File: src/rtl/dtx_transmit_note_end.sv
/*
  Holds no logic; the sequencer and its word buffer live in their own files.
*/

File: src/rtl/dtx_pkg.sv
/*
  Shared constants and types for the device transmit sequencer: word layouts,
  frame header fields, counter widths and the sequencer state encoding.
  Assumes nothing of its surroundings; every design module imports it whole.
*/
package dtx_pkg;

  // Data, length and word-index widths.
  localparam int DWORD_W = 32;
  localparam int LEN_W   = 16;
  localparam int BIDX_W  = 2;

  // Frame type codes placed in the low byte of the first dword.
  localparam logic [7:0] FRAME_TYPE_DATA = 8'h46;
  localparam logic [7:0] FRAME_TYPE_BIST = 8'h58;

  // Header padding fields.
  localparam logic [23:0] HDR_PAD_DATA = 24'h000000;
  localparam logic [15:0] HDR_PAD_BIST = 16'h0000;

  // Counter values.
  localparam logic [LEN_W-1:0]  LEN_ZERO  = 16'h0000;
  localparam logic [LEN_W-1:0]  LEN_ONE   = 16'h0001;
  localparam logic [BIDX_W-1:0] BIDX_HDR  = 2'h0;
  localparam logic [BIDX_W-1:0] BIDX_HI   = 2'h1;
  localparam logic [BIDX_W-1:0] BIDX_LAST = 2'h2;
  localparam logic [BIDX_W-1:0] BIDX_ONE  = 2'h1;

  // One word toward the link layer, with frame delimiters.
  typedef struct packed {
    logic [DWORD_W-1:0] data;
    logic               first;
    logic               last;
  } dtx_word_t;

  localparam dtx_word_t WORD_NONE = '{data: 32'h00000000, first: 1'b0, last: 1'b0};

  // Self-test activation frame content from the application layer.
  typedef struct packed {
    logic [7:0]         mode;
    logic [DWORD_W-1:0] dataHi;
    logic [DWORD_W-1:0] dataLo;
  } dtx_bist_t;

  localparam dtx_bist_t BIST_NONE = '{mode: 8'h00, dataHi: 32'h00000000,
                                      dataLo: 32'h00000000};

  // Ending status reported by the link and physical layers.
  typedef struct packed {
    logic valid;
    logic err;
  } dtx_status_t;

  // Sequencer states.
  typedef enum logic [2:0] {
    transport_idle_state,
    data_tx_setup_state,
    data_tx_dword_state,
    data_tx_end_state,
    selftest_tx_build_state,
    selftest_tx_status_state
  } dtx_state_t;

endpackage

File: src/rtl/dtx_word_buf.sv
/*
  Two-entry buffer for link-bound words, valid and ready on both sides.
  Assumes one clock, an active-low asynchronous reset and a clock enable
  that freezes all state while low.
*/
`timescale 1ns/1ps
module dtx_word_buf
  import dtx_pkg::*;
(
  input  wire logic      clk,
  input  wire logic      rst_n,
  input  wire logic      clkEn,
  input  wire logic      inValid,
  output logic           inReady,
  input  dtx_word_t      inWord,
  output logic           outValid,
  input  wire logic      outReady,
  output dtx_word_t      outWord
);

  dtx_word_t mem_q [2];
  dtx_word_t mem_d [2];
  logic      wrPtr_q, wrPtr_d;
  logic      rdPtr_q, rdPtr_d;
  logic [1:0] cnt_q, cnt_d;
  logic      doPush, doPop;

  // Two entries let a full-rate source keep going for one cycle of stall.
  assign inReady  = (cnt_q != 2'h2);
  assign outValid = (cnt_q != 2'h0);
  assign outWord  = mem_q[rdPtr_q];
  assign doPush   = clkEn && inValid && inReady;
  assign doPop    = clkEn && outValid && outReady;

  // Pointer and occupancy update.
  always_comb begin
    mem_d   = mem_q;
    wrPtr_d = wrPtr_q;
    rdPtr_d = rdPtr_q;
    cnt_d   = cnt_q;
    if (doPush) begin
      mem_d[wrPtr_q] = inWord;
      wrPtr_d        = ~wrPtr_q;
    end
    if (doPop) begin
      rdPtr_d = ~rdPtr_q;
    end
    case ({doPush, doPop})
      2'b10:   cnt_d = cnt_q + 2'h1;
      2'b01:   cnt_d = cnt_q - 2'h1;
      default: cnt_d = cnt_q;
    endcase
  end

  // Storage registers.
  always_ff @(posedge clk or negedge rst_n) begin
    if (!rst_n) begin
      mem_q[0] <= WORD_NONE;
      mem_q[1] <= WORD_NONE;
      wrPtr_q  <= 1'b0;
      rdPtr_q  <= 1'b0;
      cnt_q    <= 2'h0;
    end else if (clkEn) begin
      mem_q    <= mem_d;
      wrPtr_q  <= wrPtr_d;
      rdPtr_q  <= rdPtr_d;
      cnt_q    <= cnt_d;
    end
  end

endmodule

File: src/rtl/dtx_transmit.sv
/*
  Device transport transmit sequencer for the device-to-host data frame and
  the self-test activation frame, feeding the link layer through a buffer.
  Assumes the application layer, transmit FIFO and link layer share clk and
  that all inputs are synchronous to it.
  Requests are taken only while idle, so the application layer may hold
  them high until busy rises.
*/
`timescale 1ns/1ps
module dtx_transmit
  import dtx_pkg::*;
(
  input  wire logic             clk,
  input  wire logic             rst_n,
  input  wire logic             clkEn,
  input  wire logic             dataReq,
  input  wire logic [LEN_W-1:0] dataLen,
  input  wire logic             abortReq,
  input  wire logic             bistReq,
  input  dtx_bist_t             bistContent,
  input  wire logic             bistResendEn,
  input  wire logic             fifoValid,
  output logic                  fifoReady,
  input  wire logic [DWORD_W-1:0] fifoData,
  output logic                  linkValid,
  input  wire logic             linkReady,
  output dtx_word_t             linkWord,
  output logic                  linkFrameStart,
  output logic                  linkFrameDone,
  output logic                  linkAbort,
  output logic                  linkErrReport,
  input  wire logic             linkIllegal,
  input  dtx_status_t           linkStatus,
  input  wire logic             linkEof,
  output logic                  busy,
  output logic                  dataDone,
  output logic                  dataErr,
  output logic                  selftestEnter,
  output logic [7:0]            selftestMode,
  output logic                  selftestFail
);

  // Sequencer state and frame bookkeeping.
  dtx_state_t       state_q, state_d;
  logic [LEN_W-1:0] lenRem_q, lenRem_d;
  logic             abortPend_q, abortPend_d;
  logic [BIDX_W-1:0] bidx_q, bidx_d;
  dtx_bist_t        bist_q, bist_d;

  // Registered strobes and levels toward the link and application layers.
  logic             start_q, start_d;
  logic             done_q, done_d;
  logic             abort_q, abort_d;
  logic             errRpt_q, errRpt_d;
  logic             dDone_q, dDone_d;
  logic             dErr_q, dErr_d;
  logic             stEnter_q, stEnter_d;
  logic [7:0]       stMode_q, stMode_d;
  logic             stFail_q, stFail_d;

  // Buffer-side handshake and shared decodes.
  logic             pushValid;
  logic             pushReady;
  dtx_word_t        pushWord;
  logic             takeFifo;
  logic             abortNow;

  // Words leave through the buffer, so a link stall never drops a word.
  // Its depth of two lets a full-rate source ride out a one-cycle stall.
  dtx_word_buf u_buf (
    .clk      (clk),
    .rst_n    (rst_n),
    .clkEn    (clkEn),
    .inValid  (pushValid),
    .inReady  (pushReady),
    .inWord   (pushWord),
    .outValid (linkValid),
    .outReady (linkReady),
    .outWord  (linkWord)
  );

  // An abort counts from the cycle it is raised; the latch only keeps it.
  assign abortNow = abortReq || abortPend_q;

  // A FIFO word is taken only when it can be pushed in the same cycle.
  // Holding back on a full buffer is what keeps a link stall from losing data.
  assign takeFifo  = clkEn && (state_q == data_tx_dword_state) && !linkIllegal &&
                     !abortNow && (lenRem_q != LEN_ZERO) && fifoValid &&
                     pushReady;
  assign fifoReady = takeFifo;

  // Sequencer next-state and output-pulse logic.
  // Strobes default low each cycle, so each one lasts a single cycle.
  always_comb begin
    state_d     = state_q;
    lenRem_d    = lenRem_q;
    abortPend_d = abortPend_q || abortReq;
    bidx_d      = bidx_q;
    bist_d      = bist_q;
    start_d     = 1'b0;
    done_d      = 1'b0;
    abort_d     = 1'b0;
    errRpt_d    = 1'b0;
    dDone_d     = 1'b0;
    dErr_d      = dErr_q;
    stEnter_d   = 1'b0;
    stMode_d    = stMode_q;
    stFail_d    = 1'b0;
    pushValid   = 1'b0;
    pushWord    = WORD_NONE;
    case (state_q)
      // Idle clears any leftover abort; a data request wins over self-test.
      transport_idle_state: begin
        abortPend_d = 1'b0;
        if (dataReq) begin
          state_d  = data_tx_setup_state;
          lenRem_d = dataLen;
          start_d  = 1'b1;
        end else if (bistReq) begin
          state_d = selftest_tx_build_state;
          bist_d  = bistContent;
          bidx_d  = BIDX_HDR;
          start_d = 1'b1;
        end
      end
      data_tx_setup_state: begin
        // The header goes out with the first FIFO word available.
        // The FIFO word itself stays put; it is taken in the dword state.
        if (abortNow) begin
          state_d = data_tx_end_state;
          abort_d = 1'b1;
        end else if (fifoValid && pushReady && clkEn) begin
          pushValid      = 1'b1;
          pushWord.data  = {HDR_PAD_DATA, FRAME_TYPE_DATA};
          pushWord.first = 1'b1;
          pushWord.last  = (lenRem_q == LEN_ZERO);
          // A header-only frame ends right here.
          if (lenRem_q == LEN_ZERO) begin
            state_d = data_tx_end_state;
            done_d  = 1'b1;
          end else begin
            state_d = data_tx_dword_state;
          end
        end
      end
      // One FIFO word per cycle while the buffer has room and words remain.
      data_tx_dword_state: begin
        if (linkIllegal) begin
          state_d = transport_idle_state;
        end else if (abortNow) begin
          state_d = data_tx_end_state;
          abort_d = 1'b1;
        end else if (takeFifo) begin
          pushValid     = 1'b1;
          pushWord.data = fifoData;
          pushWord.last = (lenRem_q == LEN_ONE);
          lenRem_d      = lenRem_q - LEN_ONE;
          if (lenRem_q == LEN_ONE) begin
            state_d = data_tx_end_state;
            done_d  = 1'b1;
          end
        end else begin
          // An empty FIFO or a full buffer simply waits here.
          state_d = data_tx_dword_state;
        end
      end
      // Normal frames end on the ending status; aborted ones on end-of-frame.
      data_tx_end_state: begin
        if (linkIllegal) begin
          state_d = transport_idle_state;
        end else if (abortPend_q) begin
          // An aborted frame ends on the link's end-of-frame, carrying status.
          // Error status rides on the same cycle as end-of-frame.
          if (linkEof) begin
            state_d  = transport_idle_state;
            errRpt_d = linkStatus.err;
            dErr_d   = linkStatus.err;
            dDone_d  = 1'b1;
          end
        end else if (abortReq) begin
          // A late abort is still signalled, then waits for end-of-frame.
          abort_d = 1'b1;
        end else if (linkStatus.valid) begin
          state_d  = transport_idle_state;
          errRpt_d = linkStatus.err;
          dErr_d   = linkStatus.err;
          dDone_d  = 1'b1;
        end
      end
      // Three words go out, one per cycle of buffer room, header first.
      selftest_tx_build_state: begin
        if (linkIllegal) begin
          state_d = transport_idle_state;
        end else if (pushReady && clkEn) begin
          pushValid      = 1'b1;
          pushWord.first = (bidx_q == BIDX_HDR);
          pushWord.last  = (bidx_q == BIDX_LAST);
          // The index picks the word; the last one also marks the frame end.
          case (bidx_q)
            BIDX_HDR: pushWord.data = {bist_q.mode, HDR_PAD_BIST, FRAME_TYPE_BIST};
            BIDX_HI:  pushWord.data = bist_q.dataHi;
            default:  pushWord.data = bist_q.dataLo;
          endcase
          if (bidx_q == BIDX_LAST) begin
            state_d = selftest_tx_status_state;
            done_d  = 1'b1;
          end else begin
            bidx_d = bidx_q + BIDX_ONE;
          end
        end
      end
      // Status decides between idle and an optional resend of the frame.
      // The link's illegal-transition notice is not honoured in this state.
      selftest_tx_status_state: begin
        if (linkStatus.valid) begin
          if (linkStatus.err && bistResendEn) begin
            // The latched content is reused, so the resend matches the first try.
            state_d = selftest_tx_build_state;
            bidx_d  = BIDX_HDR;
            start_d = 1'b1;
          end else begin
            // Clean or not, without a resend the frame is over.
            state_d   = transport_idle_state;
            stEnter_d = !linkStatus.err;
            stMode_d  = bist_q.mode;
            stFail_d  = linkStatus.err;
          end
        end
      end
      // Unused encodings fall back to idle rather than lock up.
      default: begin
        state_d = transport_idle_state;
      end
    endcase
  end

  // Sequencer registers; the clock enable freezes everything.
  // Reset values are all constants, so a mid-frame reset leaves nothing behind.
  always_ff @(posedge clk or negedge rst_n) begin
    if (!rst_n) begin
      state_q     <= transport_idle_state;
      lenRem_q    <= LEN_ZERO;
      abortPend_q <= 1'b0;
      bidx_q      <= BIDX_HDR;
      bist_q      <= BIST_NONE;
      start_q     <= 1'b0;
      done_q      <= 1'b0;
      abort_q     <= 1'b0;
      errRpt_q    <= 1'b0;
      dDone_q     <= 1'b0;
      dErr_q      <= 1'b0;
      stEnter_q   <= 1'b0;
      stMode_q    <= '0;
      stFail_q    <= 1'b0;
    end else if (clkEn) begin
      state_q     <= state_d;
      lenRem_q    <= lenRem_d;
      abortPend_q <= abortPend_d;
      bidx_q      <= bidx_d;
      bist_q      <= bist_d;
      start_q     <= start_d;
      done_q      <= done_d;
      abort_q     <= abort_d;
      errRpt_q    <= errRpt_d;
      dDone_q     <= dDone_d;
      dErr_q      <= dErr_d;
      stEnter_q   <= stEnter_d;
      stMode_q    <= stMode_d;
      stFail_q    <= stFail_d;
    end
  end

  // Pulses are registered so the link sees clean one-cycle strobes.
  assign linkFrameStart = start_q;
  assign linkFrameDone  = done_q;
  assign linkAbort      = abort_q;
  assign linkErrReport  = errRpt_q;

  // Application-side results; dataErr and selftestMode hold until the next frame of their own kind ends.
  assign dataDone       = dDone_q;
  assign dataErr        = dErr_q;
  assign selftestEnter  = stEnter_q;
  assign selftestMode   = stMode_q;
  assign selftestFail   = stFail_q;

  // Busy is decoded from the state register, so it has no extra lag.
  assign busy           = (state_q != transport_idle_state);

endmodule

File: config.mk
export PLATFORM = sky130hd
export DESIGN_NAME = dtx_transmit
export DESIGN_NICKNAME = d
export VERILOG_FILES = /design/src/rtl/dtx_transmit_note_end.sv /design/src/rtl/dtx_pkg.sv /design/src/rtl/dtx_word_buf.sv /design/src/rtl/dtx_transmit.sv
export SDC_FILE = /design/constraint.sdc
export NUM_CORES = 1
export LEC_CHECK = 0
export ABC_AREA = 1
export BUFFER_PORTS_ARGS = -buffer_cell sky130_fd_sc_hd__buf_2
export CAP_MARGIN = 40
export CELL_PAD_IN_SITES_DETAIL_PLACEMENT = 0
export CELL_PAD_IN_SITES_GLOBAL_PLACEMENT = 1
export CORE_MARGIN = 8
export CORE_UTILIZATION = 45
export DETAILED_ROUTE_END_ITERATION = 12
export MAX_ROUTING_LAYER = met4
export PLACE_DENSITY_LB_ADDON = 0.1
export SETUP_SLACK_MARGIN = 0.3
export SLEW_MARGIN = 20
export SYNTH_ARGS = -nofsm -noshare
export SYNTH_HDL_FRONTEND = slang
export SYNTH_HIERARCHICAL = 1
export SYNTH_SLANG_ARGS = --single-unit
export TNS_END_PERCENT = 50
File: constraint.sdc
create_clock -name clk -period 6.1 [get_ports clk]
set_clock_uncertainty 0.15 [all_clocks]
set_input_delay 0.915 -clock clk [delete_from_list [all_inputs] [get_ports clk]]
set_output_delay 0.915 -clock clk [all_outputs]
set_load 0.05 [all_outputs]
**Word-level counts from Yosys, hierarchy flattened**

Cells that the tools add are included.

- Input bits: 133
- Output and inout port bits: 53
- Bits in registers: 182
- Logic and storage cells: 216

- Add/sub/neg operators: 4
- Multiplexer cells: 107
- Eq/ne operators: 32
- Reductions and logical operators: 38
- Order comparisons: 3
- Bitwise gates (word level): 7

Operator list:

| cell | count |
|---|---|
| $mux W34 | 6 |
| $mux W32 | 3 |
| $pmux W32 S3 | 1 |
| $bwmux W68 | 1 |
| $mux W16 | 4 |
| $pmux W32 S2 | 1 |
| $mux W3 | 18 |
| $mux W1 | 53 |
| $demux W34 S1 | 1 |
| $pmux W16 S2 | 1 |
| $ne A2 B2 Y1 const B | 13 |
| $mux W9 | 2 |
| $pmux W3 S6 | 1 |
| $eq A16 B1 Y1 const B | 1 |
| $logic_not A16 Y1 | 1 |
| $reduce_bool A16 Y1 | 1 |
| $sub A16 B1 Y16 const B | 1 |
| $logic_and A1 B1 Y1 | 15 |
| $mux W2 | 7 |
| $ne A3 B3 Y1 const B | 4 |
| $ne A4 B4 Y1 const B | 3 |
| $pmux W1 S3 | 4 |
| $reduce_and A6 Y1 | 2 |
| $reduce_and A10 Y1 | 1 |
| 25 further kinds | 46 |

**Logic depth before layout (Yosys ltp)**

Gate-level depths: netlist of the first run.

- Depth after elaboration: 16
- Depth in mapped cells: 18
- Mapped depth without buffers: 16

**By module**

The synthesis of the first run kept the hierarchy.

By module, submodules not included:

| module | seq. area each (um2) | cells each | area an instance (um2) | times used |
|---|---|---|---|---|
| dtx_transmit | 2752.6 | 672 | 6102.1 | 1 |
| dtx_word_buf | 1801.7 | 445 | 3485.8 | 1 |

**Worst setup path after synthesis of the first run**

OpenSTA, ideal clock, no wires.

- Path type: input port to output port
- Start point: in abortReq
- End point: out fifoReady
- Slack: 3.273 ns
- Arrival time: 1.762 ns
- Cell stages on the path: 4
- Data required time: 5.035 ns
- Buffers on the path: 1
- Cell sequence: nor2_1 -> nand3_2 -> inv_2 -> buf_2

- Longest elaborated chain between the ends: 6

RTL lines:

| element | RTL line | RTL |
|---|---|---|
| start, declared | dtx_transmit.sv:18 | `input wire logic abortReq,` |
| $logic_or A1 B1 Y1 | dtx_transmit.sv:83 | `assign abortNow = abortReq \|\| abortPend_q;` |
| $logic_not A1 Y1 | dtx_transmit.sv:88 | `!abortNow && (lenRem_q != LEN_ZERO) && fifoValid &&` |
| $logic_and A1 B1 Y1 | dtx_transmit.sv:87 | `assign takeFifo = clkEn && (state_q == data_tx_dword_state) && !linkIllegal &&` |
| $logic_and A1 B1 Y1 (3 in a row) | dtx_transmit.sv:88 |  |
| end, declared | dtx_transmit.sv:23 | `output logic fifoReady,` |

Every way passes these cells.

**Worst setup path in the final report of the first run**

- Start point: reg u_buf.cnt_q[0]
- End point: out fifoReady

- Longest elaborated chain between the ends: 2

RTL lines:

| element | RTL line | RTL |
|---|---|---|
| start, declared | dtx_word_buf.sv:25 | `logic [1:0] cnt_q, cnt_d;` |
| start signal, assigned | dtx_word_buf.sv:67 | `cnt_q <= cnt_d;` |
| $ne A2 B2 Y1 | dtx_word_buf.sv:29 | `assign inReady = (cnt_q != 2'h2);` |
| net pushReady | dtx_transmit.sv:63 | `logic pushReady;` |
| $logic_and A1 B1 Y1 | dtx_transmit.sv:88 |  |

The timed path passes the listed nets, and every way through them passes these cells.

==> metrics.md, run 1 <==
| Metric | Value |
|---|---|
| Slew Limit Headroom | `45.0%` |
| Register area | `0.00455 sq mm` |
| Net Sw Frac | `40.9%` |
| CTS Root Cell | `clkbuf_16` |
| Xor and xnor area share after synthesis | `0.274%` |
| Met3 Routed Length | `1.53 mm` |
| Cells after Synth | `1117` |
| Vias per inst | `5.05` |
| Routed len/inst | `17.0 microns` |
| Layout area overhead | `17.6%` |
| Post-cts hold buffer count | `0` |
| Fmax | `0.248 GHz` |
| Layout Cells excl Fill | `1566` |
| Clock Latency Late Sink | `440 ps` |
| Leak pwr | `6.09 nW` |
| Multi-input logic area | `0.00445 sq mm` |
| Syn Area/Cell | `8.58 sq um` |
| Multiplexer share of the synthesized area | `10.1%` |
| Detailed-route DRC error count | `0` |
| Post-route ant nets | `0` |
| Data required, critical path | `5030 ps` |
| Top sig layer | `met4` |
| Buf/Inv on CP | `3` |
| WS Path Type | `flip-flop to output port` |
| Filler instances | `2084` |
| Asr flop ratio synth | `100%` |
| # IOs | `186` |
| Vias in the first global route | `7856` |
| P_int | `2.82 mW` |
| Min-Delay Path Class | `primary input to async pin` |
| Setup violations, final | `0` |
| CP Launch Type | `flip-flop` |
| Slowest cell on the critical path | `nand2_4` |
| Max cap viols | `0` |
| Most used cell, CP | `inv_2` |
| Fin nets | `1407` |
| Dominant cell type by area after synthesis | `dfrtp_1` |
| Largest family of logic cells by synthesized area | `simple AND/OR/NAND/NOR gates` |
| GR Util All Layers | `20.9%` |
| TritonCTS Buffers | `17` |
| Post-cts resize count | `0` |
| Ys flop type | `dfrtp_1` |
| Hold Violations, Final | `0` |
| Layout cell share with drive strength beyond 1 | `24.7%` |
| Synth cell types | `40` |
| Pins Over Slew Limit | `0` |
| Period utilization | `66.1%` |
| Sequential-to-total area share from yosys stat | `47.5%` |
| CP Max Fanout | `73` |
| P per Cell Area | `423 mW/mm^2` |
| Peak VDD IR | `0.000231 V` |
| I/O Buffers | `185` |
| CP Capture Type | `output port` |
| Metal2 WL | `11.8 mm` |
| Layout Utilization | `53.8%` |
| Fin Setup TNS | `0 ps` |
| Switch Pwr | `1.95 mW` |
| Die ar. | `0.0262 sq mm` |
| Synth area leaders | `dfrtp_1 (48%), nand2_1 (17%), mux2_4 (9.4%)` |
| Largest net degree at the start of global routing | `183` |
| Post-Syn Area | `0.00959 sq mm` |
| Comb power frac | `38.0%` |
| Worst Tran Pin Value | `825 ps` |
| Most frequent cells in the layout | `nand2_1 (428), buf_2 (184), dfrtp_1 (182)` |
| Simple logic cell fraction of the synthesized area | `27.9%` |
| Iter 0 DRT Violations | `597` |
| Initial Util | `45.8%` |
| Net Count, Synth | `1256` |
| WL met1 | `13.0 mm` |
| Core area | `0.0210 sq mm` |
| CP peak stage delay | `580 ps` |
| First-pass GRT wire length | `42.2 mm` |
| Fin crit period | `4030 ps` |
| Via Count | `7915` |
| GR Overflow Total | `0` |
| Clock Sinks | `182` |
| Die Span Y | `162 microns` |
| Placed cells | `1523` |
| Initial antenna violation count | `9` |
| Adder-cell area share of the yosys netlist | `0.783%` |
| # Post-CTS Setup Buffers | `0` |
| Status | `complete, no violations` |
| RSZ-0062 raised after global routing | `no` |
| GP Congestion | `0.839` |
| WL final | `26.6 mm` |
| FF+latch count, synth | `182` |
| Post-synth top area share | `47.5%` |
| Final Power | `4.77 mW` |
| Compound-gate portion of the synthesized area | `7.44%` |
| CTS tree | `built` |
| Pre-antenna DRT Iters | `5` |
| HPWL after DPL | `18.7 mm` |
| Crit path DAT | `2970 ps` |
| Reg clk slew, reported paths | `70 ps` |
| Htree depth | `4` |
| EDFF count, synth | `0` |
| Row count | `53` |
| YS warnings | `6` |
| Seq pwr share | `38.1%` |
| Clock power frac | `23.8%` |
| Max clock buf depth | `2` |
| Commonest non-fill, non-tap cell in the layout | `nand2_1` |
| Top delay family on crit path | `simple AND/OR/NAND/NOR gates` |
| Critical-path cell list | `inv_2 > nand2_4 > nand3_1 > nor2_2 > nand3_2 > inv_2 > buf_2` |
| Die width | `162 microns` |
-- per-stage QoR --
step           worst slack (ps)  area [sq um]  hold slack [ps]
3_5_place_dp               2310         10600              309
4_1_cts                    2080         11200              327
3_3_place_gp               2380         10600              303
5_1_grt                    1860         11300              336
2_1_floorplan              3270          9590              292
6_report                   2070         11300              292
-- final timing paths --
| check | from | to | slack (ps) | cells past startpoint |
|---|---|---|---|---|
| worst min-delay path | rst_n | lenRem_q[6] | 290 | 2 |
| min in group clk | u_buf/mem_q[38] | u_buf/mem_q[38] | 320 | 2 |
| worst max register to register | u_buf/cnt_q[0] | u_buf/cnt_q[1] | 2420 | 15 |
| worst min register to register | u_buf/mem_q[38] | u_buf/mem_q[38] | 320 | 2 |
| max in group asynchronous | rst_n | u_buf/mem_q[5] | 4610 | 3 |
| worst max-delay path | u_buf/cnt_q[0] | fifoReady | 2070 | 7 |
-- synthesized netlist by cell type, types with 2 or more instances --
cell type and number:
nand2_1 428, dfrtp_1 182, nand4_1 72, o21ai_0 65, mux2_4 60, nor2_1 55, inv_1 51, nand3_1 35
buf_2 32, a22oi_1 22, a21oi_1 20, clkbuf_1 15, buf_6 11, inv_2 7, ha_1 6, nand2_2 6
nor3_1 6, o21ai_1 5, mux2_1 4, nor2_4 4, nand3_4 3, o211ai_1 3, o21ai_2 3, buf_1 2
mux2i_1 2, nand2_4 2, nor2_2 2, xor2_1 2
-- power by group through the flow --
stage | clock network, mW | logic [mW] | registers (mW)
CTS | 1.17 | 1.82 | 1.82
global placement | 0 | 1.79 | 1.83
detailed placement | 0 | 1.82 | 1.84
finish | 1.14 | 1.81 | 1.82
global route | 1.22 | 2.00 | 1.87
floorplan | 0 | 1.32 | 1.87
-- flip-flops by register name, indices dropped and copies added (netlist names), 2 cells and up --
register	count
bist_q	72
u_buf/mem_q	68
lenRem_q	16
selftestMode	8
state_q	3
bidx_q	2
u_buf/cnt_q	2
-- final cells by class --
type	instances	share of cell area, %
Clock inverter	15	1.81
Multi-Input combinational cell	815	39.5
Antenna cell	10	0.222
Sequential cell	182	40.4
Timing Repair Buffer	193	9.26
Inverter	59	2.01
Tap cell	275	3.05
Clock buffer	17	3.77
-- per-layer routing --
metal	GRT usage, %	vias to the layer above
li1	-	4010
met1	29.6	3702
met2	30.2	188
met3	4.66	15
met4	4.67	0
met5	-	-
-- worst register-to-register path: stages, from the launching register on --
cell	delay, ps
dfrtp_1	400
inv_2	110
nand2_4	430
nand2_1	310
nor2_1	120
inv_1	550
nand3_1	180
nand2_2	130
clkinv_4	380
nand2_1	240
ha_1	270
inv_1	60
nand2_1	60
nor2_1	100
nand3_1	70
nand2_1	60
-- cell families (layout without fill, tap and decap cells) --
kind of cell | after synthesis | in the layout
compound gates | 124 | 124
xor+xnor | 3 | 3
fa+ha+maj | 6 | 6
buf+inv | 120 | 284
flops | 182 | 182
mux | 66 | 66
other cells | 0 | 10
simple gates | 616 | 616
Note: power is estimated with default switching activity, not from simulation.
==> run 2: changes to the inputs <==
CORE_UTILIZATION = 42   (was 45)
clock period = 4.2 ns   (was 6.1 ns; I/O delays follow)
==> metrics.md, run 2 (same netlist as run 1, synthesis figures left out) <==
| Metric | Value |
|---|---|
| HPWL after DPL | `19.9 mm (+6.5%)` |
| Hold Violations, Final | `0 (unchanged)` |
| Layout Utilization | `50.5% (-3.4 points)` |
| CP Max Fanout | `35 (-52%)` |
| Slowest cell on the critical path | `dfrtp_1` |
| TritonCTS Buffers | `17 (unchanged)` |
| Data required, critical path | `4430 ps (-600 ps)` |
| Max cap viols | `0 (unchanged)` |
| Die ar. | `0.0279 sq mm (+6.4%)` |
| Reg with most FFs | `bist_q` |
| Fin Setup TNS | `0 ps (unchanged)` |
| Routed len/inst | `17.3 microns (+2.0%)` |
| Row count | `55 (+3.8%)` |
| Post-cts hold buffer count | `1 (+1)` |
| Fin crit period | `3060 ps` |
| Clock Sinks | `182 (unchanged)` |
| Slew Limit Headroom | `45.7% (+0.66 points)` |
| Leak pwr | `6.12 nW (+0.62%)` |
| P per Cell Area | `609 mW/mm^2 (+44%)` |
| Crit path DAT | `3280 ps (+310 ps)` |
| Vias per inst | `5.00 (-0.99%)` |
| Most frequent cells in the layout | `nand2_1 (428), buf_2 (184), dfrtp_1 (182)` |
| Met3 Routed Length | `1.80 mm (+17%)` |
| Die Span Y | `167 microns (+3.2%)` |
| CTS Root Cell | `clkbuf_16` |
| Layout Cells excl Fill | `1591 (+1.6%)` |
| WS Path Type | `flip-flop to flip-flop` |
| Status | `complete, no violations` |
| Core area | `0.0225 sq mm (+7.4%)` |
| CTS tree | `built` |
| Reg clk slew, reported paths | `90 ps (+20 ps)` |
| Via Count | `7962 (+0.59%)` |
| Clock Latency Late Sink | `440 ps (about the same)` |
| # IOs | `186 (unchanged)` |
| GP Congestion | `0.888 (+5.9%)` |
| Period utilization | `72.8%` |
| Design area | `0.0114 sq mm (+0.67%)` |
| Commonest non-fill, non-tap cell in the layout | `nand2_1` |
| Layout cell share with drive strength beyond 1 | `25.3% (+0.56 points)` |
| Number of flip-flops in the largest register | `72 (unchanged)` |
| WL final | `27.5 mm (+3.7%)` |
| Die width | `167 microns (+3.2%)` |
| Setup violations, final | `0 (unchanged)` |
| Iter 0 DRT Violations | `514 (-14%)` |
| CP Launch Type | `flip-flop` |
| # Post-CTS Setup Buffers | `0 (unchanged)` |
| Pre-antenna DRT Iters | `5 (unchanged)` |
| Htree depth | `4 (unchanged)` |
| Largest net degree at the start of global routing | `72 (-61%)` |
| Top sig layer | `met4` |
| Post-cts resize count | `0 (unchanged)` |
| CP peak stage delay | `470 ps (-110 ps)` |
| GR Util All Layers | `20.4% (-0.51 points)` |
| Placed cells | `1544 (+1.4%)` |
| Fmax | `0.327 GHz` |
| Post-route ant nets | `0 (unchanged)` |
| R2r setup slk | `1140 ps (-1280 ps)` |
| Final Power | `6.91 mW (+45%)` |
| Peak VDD IR | `0.000405 V (+75%)` |
| Initial Util | `42.6% (-3.1 points)` |
| Vias in the first global route | `7902 (+0.59%)` |
| Placed cell area | `0.0107 sq mm (+0.97%)` |
| Worst Tran Pin Value | `814 ps (-10.8 ps)` |
| Max clock buf depth | `2 (unchanged)` |
| CP Capture Type | `flip-flop` |
| Min-Delay Path Class | `primary input to flip-flop` |
| Worst hold margin | `254 ps (-37.7 ps)` |
| Top Registers | `bist_q (72), u_buf/mem_q (68), lenRem_q (16)` |
| Fin nets | `1418 (+0.78%)` |
| Layout area overhead | `18.4%` |
| DP Worst Slack | `918 ps (-1390 ps)` |
| WL met1 | `13.5 mm (+3.3%)` |
| Metal2 WL | `11.9 mm (+0.94%)` |
| First-pass GRT wire length | `44.5 mm (+5.3%)` |
| GR Overflow Total | `0 (unchanged)` |
| Final setup margin | `1140 ps (-926 ps)` |
| I/O Buffers | `185 (unchanged)` |
| Pins Over Slew Limit | `0 (unchanged)` |
| Critical-path cell list | `nor2_4 > nand3_1 > nor2_1 > inv_1 > nand3_1 > nand2_2 > clkinv_4 > nand2_1 > ha_1 > inv_1 > nand2_1 > nor2_1 > nand3_1 > nand2_1` |
| Filler instances | `2283 (+9.5%)` |
| Detailed-route DRC error count | `0 (unchanged)` |
| RSZ-0062 raised after global routing | `no` |
| Initial antenna violation count | `14 (+5)` |
==> run 2: worst max-delay path, delay by kind of cell, from the launching register on <==
family | cells | cell delay, ps
buffers and inverters | 3 | 680
flip-flops | 1 | 470
adder cells (fa/ha/maj) | 1 | 330
AND/OR/NAND/NOR | 10 | 1380
==> run 2: report_power, final <==
group	leakage (nW)	total [mW]	internal (mW)	switching [mW]
Combinational	3.49	2.66	0.964	1.69
Sequential	2.34	2.65	2.28	0.365
Clock	0.292	1.61	0.806	0.802
==> run 2: worst paths after layout <==
kind / startpoint / to / cells past startpoint
setup / recovery: state_q[0] / u_buf/cnt_q[1] / 14
hold / removal: bistContent[24] / bist_q[24] / 2
setup reg to reg: state_q[0] / u_buf/cnt_q[1] / 14
hold reg to reg: u_buf/mem_q[25] / u_buf/mem_q[25] / 2
max in group asynchronous: rst_n / u_buf/mem_q[48] / 4
min in group asynchronous: rst_n / selftestFail / 2
==> run 2: metal layers <==
layer | track usage, % | up-vias
met2 | 29.0 | 188
li1 | - | 4049
met4 | 5.60 | 0
met3 | 5.57 | 20
met5 | - | -
met1 | 28.2 | 3705
==> run 2: cell type report <==
class                   count  area [sq um]  area share, %
repair buffers            204          1120           9.84
multi-input cells         815          4450           39.2
diodes                     14          35.0          0.309
clock buffers              17           425           3.75
clock inverters            15           184           1.62
well taps                 285           357           3.14
inverters                  59           226           1.99
flip-flops and latches    182          4550           40.1
==> run 3: changes to the inputs <==
CORE_UTILIZATION = 38   (was 42)
clock period = 2.5 ns   (was 4.2 ns; I/O delays follow)
==> metrics.md, run 3 (same netlist as run 1, synthesis figures left out) <==
| Metric | Value |
|---|---|
| Peak VDD IR | `0.000595 V (+47%)` |
| Largest net degree at the start of global routing | `81 (+13%)` |
| CTS tree | `built` |
| Slew Limit Headroom | `59.4% (+14 points)` |
| Post-route ant nets | `0 (unchanged)` |
| WS Path Type | `flip-flop to flip-flop` |
| Reg with most FFs | `bist_q` |
| Core area | `0.0250 sq mm (+11%)` |
| Vias in the first global route | `8340 (+5.5%)` |
| Initial Util | `38.4% (-4.2 points)` |
| WL final | `29.4 mm (+6.9%)` |
| Via Count | `8271 (+3.9%)` |
| Net Sw Frac | `41.4% (+0.050 points)` |
| Reg clk slew, reported paths | `80 ps (about the same)` |
| Die Span Y | `175 microns (+4.6%)` |
| Clock Latency Late Sink | `440 ps (about the same)` |
| P per Cell Area | `1010 mW/mm^2 (+66%)` |
| HPWL after DPL | `21.0 mm (+5.5%)` |
| Status | `complete, no violations` |
| Max clock buf depth | `2 (unchanged)` |
| Pre-antenna DRT Iters | `5 (unchanged)` |
| Seq pwr share | `35.9% (-2.4 points)` |
| Htree depth | `4 (unchanged)` |
| GR Util All Layers | `19.8% (-0.58 points)` |
| Top sig layer | `met4` |
| Clock Sinks | `182 (unchanged)` |
| Die width | `175 microns (+4.6%)` |
| WL met1 | `14.7 mm (+8.9%)` |
| Detailed-route DRC error count | `0 (unchanged)` |
| Number of flip-flops in the largest register | `72 (unchanged)` |
| CTS Root Cell | `clkbuf_16` |
| Top Registers | `bist_q (72), u_buf/mem_q (68), lenRem_q (16)` |
| Fin Setup TNS | `0 ps (unchanged)` |
| RSZ-0062 raised after global routing | `yes` |
| Clock power frac | `22.3% (-1.0 points)` |
| Vias per inst | `4.87 (-2.7%)` |
| Data required, critical path | `2660 ps (-1770 ps)` |
| Max cap viols | `0 (unchanged)` |
| # IOs | `186 (unchanged)` |
| Crit path DAT | `2380 ps (-900 ps)` |
| TritonCTS Buffers | `17 (unchanged)` |
| P_int | `7.26 mW (+79%)` |
| Routed len/inst | `17.3 microns (about the same)` |
| Fin crit period | `2220 ps (-833 ps)` |
| Fin nets | `1484 (+4.7%)` |
| Worst hold margin | `21.5 ps (-233 ps)` |
| Worst Tran Pin Value | `609 ps (-205 ps)` |
| Switch Pwr | `5.13 mW (+80%)` |
| Comb power frac | `41.8% (+3.4 points)` |
| GP Congestion | `0.822 (-7.5%)` |
| CP Launch Type | `flip-flop` |
| I/O Buffers | `185 (unchanged)` |
| CP Max Fanout | `80 (+130%)` |
| Period utilization | `88.9% (+16 points)` |
| Iter 0 DRT Violations | `577 (+12%)` |
| Met3 Routed Length | `1.42 mm (-21%)` |
| Leak pwr | `6.50 nW (+6.1%)` |
| Die ar. | `0.0306 sq mm (+9.5%)` |
| Setup violations, final | `0 (unchanged)` |
| Hold Violations, Final | `0 (unchanged)` |
| Metal2 WL | `12.9 mm (+8.5%)` |
| Initial antenna violation count | `11 (-3)` |
| GR Overflow Total | `0 (unchanged)` |
| Min-Delay Path Class | `primary input to flip-flop` |
| CP Capture Type | `flip-flop` |
| Most frequent cells in the layout | `nand2_1 (422), buf_2 (179), dfrtp_1 (176)` |
| Layout cell share with drive strength beyond 1 | `30.0% (+4.7 points)` |
| First-pass GRT wire length | `46.9 mm (+5.4%)` |
| Commonest non-fill, non-tap cell in the layout | `nand2_1` |
| Layout area overhead | `27.9%` |
| Pins Over Slew Limit | `0 (unchanged)` |
| Fmax | `0.450 GHz (+37%)` |
| Row count | `58 (+5.5%)` |
-- run 3: changes by cell type in the layout (fill, tap and decap cells not counted), moves of 6 or more --
cell	change
buf_4	+36
dfrtp_2	+6
dfrtp_1	-6
nand2_1	-6
buf_12	+8
o21ai_0	-6
dlygate4sd3_1	+20
o21ai_1	+6
nor2_1	-11
nor2_4	+7
-- run 3: cell type report --
class / count / area, sq um
clock inverters: 15 / 199
repair buffers: 270 / 1770
multi-input cells: 815 / 4630
inverters: 59 / 238
well taps: 330 / 413
fillers: 2571 / 12700
flip-flops and latches: 182 / 4560
diodes: 11 / 27.5
clock buffers: 17 / 425
-- run 3: final timing paths --
kind	from	to	slack (ps)	cells past startpoint
min	bistContent[51]	bist_q[51]	20	2
max	state_q[2]	bist_q[41]	280	8
min reg2reg	u_buf/mem_q[63]	u_buf/mem_q[63]	320	2
max in group asynchronous	rst_n	bist_q[54]	1280	3
max reg2reg	state_q[2]	bist_q[41]	280	8
min in group asynchronous	rst_n	lenRem_q[8]	260	2
-- run 3: power groups by stage --
stage               combinational [mW]  sequential, mW  clock (mW)
floorplan                         3.31            4.57           0
global placement                  4.80            4.46           0
detailed placement                4.79            4.49           0
CTS                               5.00            4.44        2.84
global route                      5.67            4.57        2.96
finish                            5.18            4.45        2.76
-- run 3: stage by stage --
step / total power, mW / cell area, sq um / util (%) / setup WS, ps / std cells
4_1_cts: 12.3 / 12000 / 48.1 / 297 / 1669
2_1_floorplan: 7.87 / 9700 / - / 292 / 1117
3_5_place_dp: 9.28 / 11100 / 44.3 / 210 / 1608
5_1_grt: 13.2 / 12300 / 49.1 / 245 / 1699
3_3_place_gp: 9.26 / 11100 / 44.3 / 247 / 1608
6_report: 12.4 / 12300 / 49.1 / 277 / 1699
-- run 3: repair_timing --
item / CTS / global route
gates resized for setup: 23 / 29
buffers inserted: 12 / 15
endpoints found under the setup margin: 37 / 145
pin swaps: 8 / 15
cloned: 0 / 0
hold endpoints to repair: 47 / 4
hold buffers: 17 / 4
-- run 3: layer usage --
layer	GRT usage (%)	vias to the layer above
met5	-	-
met4	5.02	0
met3	4.60	22
met2	28.0	182
met1	28.2	3891
li1	-	4176
-- run 3: worst max-delay path, stage by stage (launching register included) --
cell and delay, ps:
dfrtp_2 440, buf_4 170, buf_4 150, inv_1 60, nand2_2 100, nor2_4 170
nand3_4 110, buf_12 220, mux2_4 390
